### config.mk
export PLATFORM = sky130hd
export DESIGN_NAME = ipps_endpoint
export DESIGN_NICKNAME = d
export VERILOG_FILES = /design/src/design/ipps_pkg.sv /design/src/design/ipps_endpoint.sv /design/src/design/ipps_fifo.sv
export SDC_FILE = /design/constraint.sdc
export NUM_CORES = 1
export LEC_CHECK = 0
export BUFFER_PORTS_ARGS = -buffer_cell sky130_fd_sc_hd__buf_2
export CAP_MARGIN = 20
export CORE_AREA = 10 10 193 150
export CTS_CLUSTER_DIAMETER = 30
export DETAILED_ROUTE_END_ITERATION = 16
export DIE_AREA = 0 0 203 160
export GPL_ROUTABILITY_DRIVEN = 0
export PLACE_DENSITY_LB_ADDON = 0.05
export SYNTH_ARGS = -nofsm -noshare
export SYNTH_HDL_FRONTEND = slang
export SYNTH_SLANG_ARGS = --single-unit
### constraint.sdc
create_clock -name clk_sys -period 6.9 [get_ports clk_sys]
set_input_delay 1.38 -clock clk_sys [delete_from_list [all_inputs] [get_ports clk_sys]]
set_output_delay 1.38 -clock clk_sys [all_outputs]
set_load 0.05 [all_outputs]
### src/design/ipps_pkg.sv
// Purpose: Shared constants and types for the interrupt IN endpoint.
// Assumes: Byte-wide payload path, one interrupt IN endpoint.
// Notes:   Periods are expressed in 125 us microframe units.
package ipps_pkg;

	// ==================================================================
	// Bus speeds
	typedef enum logic [1:0] {
		IPPS_LOW,
		IPPS_FULL,
		IPPS_HIGH
	} ipps_speed_t;

	// ==================================================================
	// Period limits
	localparam logic [7:0]  FS_MIN_INTERVAL   = 8'h01;
	localparam logic [7:0]  LS_MIN_INTERVAL   = 8'h0a;
	localparam logic [7:0]  MAX_INTERVAL      = 8'hff;
	localparam logic [7:0]  HS_MIN_EXP        = 8'h01;
	localparam logic [7:0]  HS_MAX_EXP        = 8'h10;
	localparam logic [7:0]  HB_EXP            = 8'h01;
	localparam int          MICROFRAME_NS     = 125000;
	localparam int          FRAME_NS          = 1000000;
	localparam logic [16:0] UFRAMES_PER_FRAME = 17'(FRAME_NS / MICROFRAME_NS);

	// ==================================================================
	// Payload limits
	localparam logic [10:0] LS_MAX_PKT        = 11'h008;
	localparam logic [10:0] FS_MAX_PKT        = 11'h040;
	localparam logic [10:0] HS_MAX_PKT        = 11'h400;
	localparam logic [11:0] HS_UFRAME_BYTES   = 12'hc00;
	localparam logic [11:0] HB_THRESHOLD      = 12'h400;

	// ==================================================================
	// Reset values and buffering
	localparam logic [3:0]  MSG_COUNT_RESET   = 4'h0;
	localparam logic [10:0] BYTE_COUNT_RESET  = 11'h000;
	localparam int          FIFO_DEPTH        = 8;

	// Payload limit for a speed, also used to clamp the configured size.
	function automatic logic [10:0] speedMaxPkt(input ipps_speed_t speed);
		case (speed)
			IPPS_LOW:  speedMaxPkt = LS_MAX_PKT;
			IPPS_FULL: speedMaxPkt = FS_MAX_PKT;
			default:   speedMaxPkt = HS_MAX_PKT;
		endcase
	endfunction

endpackage

### src/design/ipps_endpoint.sv
// Purpose: Interrupt IN endpoint answering host polls with data, empty packets or NAK.
// Assumes: Token decode and packet serialiser run on clk_sys beside this block.
// Notes:   Data toggle, retry and halt handling live outside this block.
`timescale 1ns/1ns
`default_nettype none
// Summary of operation
// - Full-speed requested period is kept between 1 and 255 frames.
// - Low-speed requested period is kept between 10 and 255 frames.
// - High-speed exponent 1..16 gives period two to (exponent-1) microframes.
// - High-speed endpoint moves at most 3072 bytes per microframe.
// - Over 1024 bytes per period means high-bandwidth, several transactions.
// - High-bandwidth endpoint declares an interval exponent of one.
// - A poll with nothing to send is answered with NAK.
// - Data is offered only while an interrupt condition is pending; a packet started from a full buffer keeps sending after intPending drops.
// - A zero-length data packet is a valid completed transfer.
// - Payload limit is 8 low, 64 full, 1024 high speed.
module ipps_endpoint
	import ipps_pkg::*;
#(
	parameter int FIFO_WORDS = FIFO_DEPTH
) (
	input  wire logic        clk_sys,
	input  wire logic        resetn,
	input  wire ipps_speed_t speedMode,
	input  wire logic [7:0]  reqInterval,
	input  wire logic [10:0] reqMaxPacket,
	input  wire logic [11:0] bytesPerPeriod,
	output logic [7:0]       declInterval,
	output logic [16:0]      periodUframes,
	output logic [10:0]      maxPacket,
	output logic             highBandwidth,
	output logic [1:0]       transPerUframe,
	output logic             configError,
	input  wire logic [7:0]  userData,
	input  wire logic        userLast,
	input  wire logic        userValid,
	output logic             userReady,
	input  wire logic        userZlp,
	output logic             intPending,
	input  wire logic        pollIn,
	output logic             respNak,
	output logic             respZlp,
	output logic [7:0]       txData,
	output logic             txLast,
	output logic             txValid,
	input  wire logic        txReady
);
	typedef enum logic [1:0] {
		IPPS_IDLE,
		IPPS_SEND
	} ipps_state_t;

	ipps_state_t state;
	ipps_state_t next_state;
	logic [3:0]  msgCount;
	logic [10:0] byteCount;
	logic        zlpPending;
	logic [8:0]  fifoOut;
	logic        fifoValid;
	logic        fifoFull;

	// Both clamps keep the smaller of a request and a limit; the interval one is widened to share it.
	function automatic logic [10:0] lesserOf(input logic [10:0] a, input logic [10:0] b);
		lesserOf = (a > b) ? b : a;
	endfunction

	// ==================================================================
	// Period and size decode
	wire       isHigh   = (speedMode == IPPS_HIGH);
	wire [7:0] minIntv  = (speedMode == IPPS_LOW) ? LS_MIN_INTERVAL : FS_MIN_INTERVAL;
	wire [7:0] maxIntv  = isHigh ? HS_MAX_EXP : MAX_INTERVAL;
	wire [7:0] clampLo  = (reqInterval < minIntv) ? minIntv : reqInterval;
	wire [7:0] clampInt = 8'(lesserOf({3'h0, clampLo}, {3'h0, maxIntv}));
	// A bad interval is still clamped so the host always gets a usable period; configError tells software.
	wire       intvBad  = (reqInterval < minIntv) || (reqInterval > maxIntv);
	wire       hbNeed   = isHigh && (bytesPerPeriod > HB_THRESHOLD);
	// Low and full speed must fit a period's data in one packet, so their ceiling is the packet size.
	// microframe byte ceiling
	wire       tooMuch  = isHigh ? (bytesPerPeriod > HS_UFRAME_BYTES)
	                             : (bytesPerPeriod > {1'b0, speedMaxPkt(speedMode)});
	wire [10:0] pktLimit = speedMaxPkt(speedMode);
	wire [10:0] effMax   = lesserOf(reqMaxPacket, pktLimit);
	wire [4:0]  expShift = 5'(clampInt - HS_MIN_EXP);

	// ==================================================================
	// Message bookkeeping
	wire pushLast = userValid && userReady && userLast;
	wire popByte  = txValid && txReady;
	wire popLast  = popByte && fifoOut[8];
	wire endPkt   = popByte && txLast;
	// A poll is only taken in idle; one that arrives while a packet is going out is ignored.
	wire idlePoll = pollIn && (state == IPPS_IDLE);
	// offer data for a complete message or a full buffer
	wire hasMsg   = (msgCount != MSG_COUNT_RESET) || fifoFull;

	// Full buffer counts as pending so a message longer than the FIFO can still drain.
	assign intPending = hasMsg || zlpPending;

	// ==================================================================
	// Transmit side
	assign txData  = fifoOut[7:0];
	assign txValid = (state == IPPS_SEND) && fifoValid;
	// Packet ends at the message end or at the maximum size.
	assign txLast  = fifoOut[8] || (byteCount == effMax - 11'h001);

	always_comb begin
		next_state = state;
		case (state)
			IPPS_IDLE: begin
				// A zero maximum size leaves the poll unanswered rather than send a packet nobody can take.
				if (idlePoll && hasMsg && effMax != BYTE_COUNT_RESET) begin
					next_state = IPPS_SEND;
				end
			end
			IPPS_SEND: begin
				if (endPkt) begin
					next_state = IPPS_IDLE;
				end
			end
			default: next_state = IPPS_IDLE;
		endcase
	end

	// ==================================================================
	// Registers
	// The packet byte count survives a dry FIFO mid-packet and restarts only in idle or at a packet end.
	always_ff @(posedge clk_sys or negedge resetn) begin
		if (!resetn) begin
			state     <= IPPS_IDLE;
			byteCount <= BYTE_COUNT_RESET;
		end else begin
			state     <= next_state;
			byteCount <= (endPkt || state == IPPS_IDLE) ? BYTE_COUNT_RESET
			           : byteCount + 11'(popByte);
		end
	end

	always_ff @(posedge clk_sys or negedge resetn) begin
		if (!resetn) begin
			msgCount <= MSG_COUNT_RESET;
		end else begin
			msgCount <= msgCount + 4'(pushLast) - 4'(popLast);
		end
	end

	// Two requests before one poll merge into a single empty report; they are not counted.
	// empty packet request, set wins
	always_ff @(posedge clk_sys or negedge resetn) begin
		if (!resetn) begin
			zlpPending <= 1'b0;
		end else if (userZlp) begin
			zlpPending <= 1'b1;
		end else if (respZlp) begin
			zlpPending <= 1'b0;
		end
	end

	// Answers are registered pulses one cycle after the poll.
	always_ff @(posedge clk_sys or negedge resetn) begin
		if (!resetn) begin
			respNak <= 1'b0;
			respZlp <= 1'b0;
		end else begin
			respNak <= idlePoll && !intPending;
			respZlp <= idlePoll && !hasMsg && zlpPending;
		end
	end

	// Config outputs are registered so a change of request never glitches the period the host reads.
	// They follow the inputs one cycle late, so software lets them settle before opening the pipe.
	always_ff @(posedge clk_sys or negedge resetn) begin
		if (!resetn) begin
			declInterval   <= FS_MIN_INTERVAL;
			periodUframes  <= UFRAMES_PER_FRAME;
			maxPacket      <= FS_MAX_PKT;
			highBandwidth  <= 1'b0;
			transPerUframe <= 2'h1;
			configError    <= 1'b0;
		end else begin
			declInterval   <= hbNeed ? HB_EXP : clampInt;
			periodUframes  <= hbNeed ? 17'h00001
			                : isHigh ? (17'h00001 << expShift)
			                : 17'(clampInt) * UFRAMES_PER_FRAME;
			maxPacket      <= effMax;
			highBandwidth  <= hbNeed;
			transPerUframe <= !hbNeed ? 2'h1
			                : (bytesPerPeriod > 12'h800) ? 2'h3 : 2'h2;
			configError    <= intvBad || tooMuch;
		end
	end

	// ==================================================================
	// Payload buffer
	// The end flag rides beside each byte, so message ends are known without a second queue.
	ipps_fifo #(
		.WIDTH (9),
		.DEPTH (FIFO_WORDS)
	) u_fifo (
		.clk_sys  (clk_sys),
		.resetn   (resetn),
		.inData   ({userLast, userData}),
		.inValid  (userValid),
		.inReady  (userReady),
		.outData  (fifoOut),
		.outValid (fifoValid),
		.outReady (txReady && state == IPPS_SEND),
		.full     (fifoFull)
	);
endmodule
`default_nettype wire

### src/design/ipps_fifo.sv
// Purpose: Small synchronous FIFO with valid/ready on both sides.
// Assumes: Single clock, asynchronous active-low reset.
// Notes:   Read data comes straight from the storage array.
`timescale 1ns/1ns
`default_nettype none
module ipps_fifo #(
	parameter int WIDTH = 9,
	parameter int DEPTH = 8
) (
	input  wire logic             clk_sys,
	input  wire logic             resetn,
	input  wire logic [WIDTH-1:0] inData,
	input  wire logic             inValid,
	output logic                  inReady,
	output logic      [WIDTH-1:0] outData,
	output logic                  outValid,
	input  wire logic             outReady,
	output logic                  full
);
	localparam int AW = $clog2(DEPTH);

	logic [WIDTH-1:0] mem [DEPTH];
	logic [AW-1:0]    wrPtr;
	logic [AW-1:0]    rdPtr;
	logic [AW:0]      count;
	wire              push = inValid && inReady;
	wire              pop  = outValid && outReady;

	// ==================================================================
	// Flags
	assign full     = (count == (AW+1)'(DEPTH));
	assign inReady  = !full;
	assign outValid = (count != '0);
	assign outData  = mem[rdPtr];

	// ==================================================================
	// Storage
	always_ff @(posedge clk_sys) begin
		if (push) begin
			mem[wrPtr] <= inData;
		end
	end

	// ==================================================================
	// Pointers
	always_ff @(posedge clk_sys or negedge resetn) begin
		if (!resetn) begin
			wrPtr <= '0;
			rdPtr <= '0;
			count <= '0;
		end else begin
			if (push) begin
				wrPtr <= (wrPtr == AW'(DEPTH-1)) ? '0 : wrPtr + 1'b1;
			end
			if (pop) begin
				rdPtr <= (rdPtr == AW'(DEPTH-1)) ? '0 : rdPtr + 1'b1;
			end
			count <= count + (AW+1)'(push) - (AW+1)'(pop);
		end
	end
endmodule
`default_nettype wire

==> results.md <==
- Unrepaired setup endpoints after global routing: no
- Worst Hold Endpoint: zlpPending$_DFFE_PN0P_
- First-pass GRT wire length: 32700 um
- Cell Chain, Critical Path: buf_2 -> or2_2 -> inv_1 -> ha_1 -> or3b_1 -> a211oi_4 -> nand2_1 -> ha_1 -> xnor2_2 -> xnor2_1 -> o32a_1 -> o21ai_0 -> nand2_1 -> a2111o_1 -> o21ai_1 -> buf_2
- CP Max Fanout: 11
- Cell family with most CP delay: compound AO/OA/AOI/OAI gates
- WL per Instance: about 19 um
- Most frequent cells in the layout: buf_2 (100), edfxtp_1 (72), dfrtp_1 (64), nor2_1 (48), inv_1 (43)
- Setup TNS: 0 ns
- Detail Route Antenna Nets: 0
- Total gr overflow: 0
- CTS buffer count: 17
- Max-cap viol count: 0
- Share of cells above drive strength 1: approximately a quarter
- Switching power: 1.27 mW
- Pint: about 2.0 mW
- Post-CTS setup buffer count: 0
- Critical R2R Capture: byteCount[10]$_DFF_PN0_
- # diodes: 0
- Final nets: a little over 800
- Clk pwr share: 29.2%
- Flop2flop setup slack: ~3.5 ns
- Vias in the first global route: between 5000 and 6000
- Hold depth: 1
- Starting Density: 29.3%
- Post-route clock period utilization: 94.3%
- Clock Path Buffers: 2
- Mapped Avg Cell Area: between 10 and 15 um^2
- Synth Flop Type: edfxtp_1
- Comb pwr share: a little over a third
- Crit path DAT: 5.13 ns
- Sw frac: around two fifths
- Initial DRC count: about 340
- Area Growth Syn to Fin: 21.5%
- Initial antenna violation count: 1
- Die area: 32500 um^2
- Number of library cell types mapped by synthesis: 68
- Row count: approximately 50
- CP Launch Type: primary input
- # setup viols final: 0
- Hold Violations, Final: 0
- Slowest cell on crit path: or3b_1
- Final wirelength: 20700 um
- Most common cell after layout, fill and taps aside: buf_2
- DRC errors left: 0
- Die W: around 200 um
- Largest net degree at the start of global routing: between 60 and 70
- Run status: finished clean
- Tot GR Track Use: about an eighth
- Final Cell Area: about 9000 um^2
- Hold buffer count at CTS: 0
- Port bufs: about 100
- H-Tree Level Count: 4
- CTS tree: yes
- Core Area: 25300 um^2
- Vias per inst: ~4.9
- Pwr/cell area: 361 nW/um^2
- Io pins: between 100 and 150
- Worst-path clk slew: 0.07 ns
- Cells after DPL: between 1000 and 1500
- Finished Layout Cells: approximately 1100
- CP required: between 5 and 6 ns
- Worst Tran Pin Value: about 1.0 ns
- Net Count, Synth: between 700 and 800
- Post-Syn Area: roughly 7400 um^2
- #FFs+latches synth: 140
- Final clock skew: between 0.01 and 0.015 ns
- Buf/Inv on CP: 3
- CP endpoint kind: primary output
- Clk Latency, worst-skew pair: 0.42 ns
- Place WS: between 0.2 and 0.25 ns
- Reg2reg start: state[0]$_DFFE_PN0P_
- Leakage: 3.79 nW
- Router iterations before antenna repair: 4
- CTS root buffer: clkbuf_16
- Hold Path Origin: respZlp$_DFF_PN0_
- Yosys Warn Count: 0
- Worst Slack Setup Final: just under 0.4 ns
- Setup CP Type: in -> out
- Sink Count: 140
- Register share of total power: about 36%
- Post-DP Area: 8350 um^2
- R2r worst-path depth: 11
- Fraction of registers with async set/reset: about half
- Fmax: roughly 0.15 GHz
- Post-cts gate resize count: 0
- Final slew viol count: 0
- Critical Path Max Stage Delay: 0.42 ns
- CP startpoint: speedMode[1]
- Final min period: between 6 and 7 ns
- Register area share after synthesis: 52.2%
- Maximum VDD drop: between 0.00015 and 0.0002 V
- Slew headroom: a little under a third
- Dpl hpwl: roughly 15000 um
- Post-synth EDFFs: between 70 and 80
- Vias: 5349
- Post-synthesis cell count: between 600 and 700
- Die Ht: between 150 and 200 um
- Worst min path class: reg -> reg
- Layout filler cell count: 2506
-- routing by layer --
metal / wire, um / part of all wire [%] / vias up / track usage, %
li1: - / - / 2586 / -
met1: 10000 / 48 / 2654 / 17.7
met2: 9710 / 47 / 96 / 20.1
met3: 805 / 3.9 / 11 / 3.28
met4: 121 / 0.58 / 2 / 2.91
met5: 13 / 0.063 / - / 0
-- metrics by stage --
stage | hold WS (ns) | utilization, % | total power, mW
3_5_place_dp | 0.500 | 33.0 | 2.34
5_1_grt | 0.501 | 35.6 | 3.46
2_1_floorplan | 0.479 | - | 2.00
4_1_cts | 0.503 | 35.4 | 3.31
6_report | 0.475 | 35.6 | 3.25
3_3_place_gp | 0.491 | 32.9 | 2.31
-- registers in the layout, indices dropped and copies added (netlist names), 3 cells and up --
name	cells
periodUframes	17
declInterval	8
u_fifo.rdPtr	3
u_fifo.count	4
u_fifo.mem	72
byteCount	11
u_fifo.wrPtr	3
maxPacket	11
msgCount	4
-- Yosys cell counts, drive strengths merged (6+ instances only) --
cell type	count	area, um^2
edfxtp	72	2160
dfrtp	64	1600
nor2	48	180
inv	44	165
ha	39	488
nand2	34	128
a21oi	28	140
o21ai	22	110
clkbuf	20	75.1
nand3	20	100
and3	19	124
mux4	18	405
nor3	18	90.1
xnor2	18	158
mux2	14	158
xor2	12	105
buf	10	56.3
nand4	10	62.6
nand2b	9	56.3
o31ai	8	73.8
a31oi	7	43.8
o211ai	7	52.6
or3	7	48.8
a211o	6	52.6
a21o	6	45.0
nor4	6	37.5
-- cells by family (layout without fill, tap and decap cells) --
family	count (synthesis)	in the layout	share of synthesized area [%]
compound gates	118	118	11.2
fa+ha+maj	42	42	7.26
flops	140	140	52.2
simple gates	194	194	13.5
buf+inv	74	191	4.00
mux	37	37	8.27
xor+xnor	30	30	3.54
-- worst register-to-register path: stages, from the launching register on --
cell      delay [ns]
dfrtp_1         0.68
a21boi_0        0.42
nand2_1         0.43
inv_1           0.26
ha_1            0.30
ha_1            0.29
nand2_1         0.12
nor3_1          0.26
xnor2_1         0.21
nor2_1          0.07
a31oi_1         0.16
o31ai_1         0.09
-- worst max-delay path by stage --
stage                     endpoint  slack [ns]  cells after the start
after floorplan             txLast        0.12                     17
after global placement      txLast        0.29                     16
after detailed placement    txLast        0.25                     16
after CTS                   txLast        0.23                     16
after global routing        txLast        0.05                     16
final                       txLast        0.39                     16
-- power by group through the flow --
stage / combinational, mW / sequential (mW) / clock, mW
after CTS: 1.16 / 1.17 / 0.982
after floorplan: 0.843 / 1.16 / 0
after global placement: 1.13 / 1.18 / 0
final: 1.14 / 1.16 / 0.950
after detailed placement: 1.15 / 1.18 / 0
after global routing: 1.26 / 1.19 / 1.02
-- area by class of cell --
cell class,instances,area [um^2],share of cell area [%]
Sequential cell,140,3870,42.9
Multi-Input combinational cell,421,3300,36.6
Timing Repair Buffer,115,624,6.93
Tap cell,344,430,4.78
Clock buffer,17,425,4.72
Clock inverter,15,196,2.18
Inverter,44,165,1.83
No activity file was read; power rests on OpenSTA's default activity.
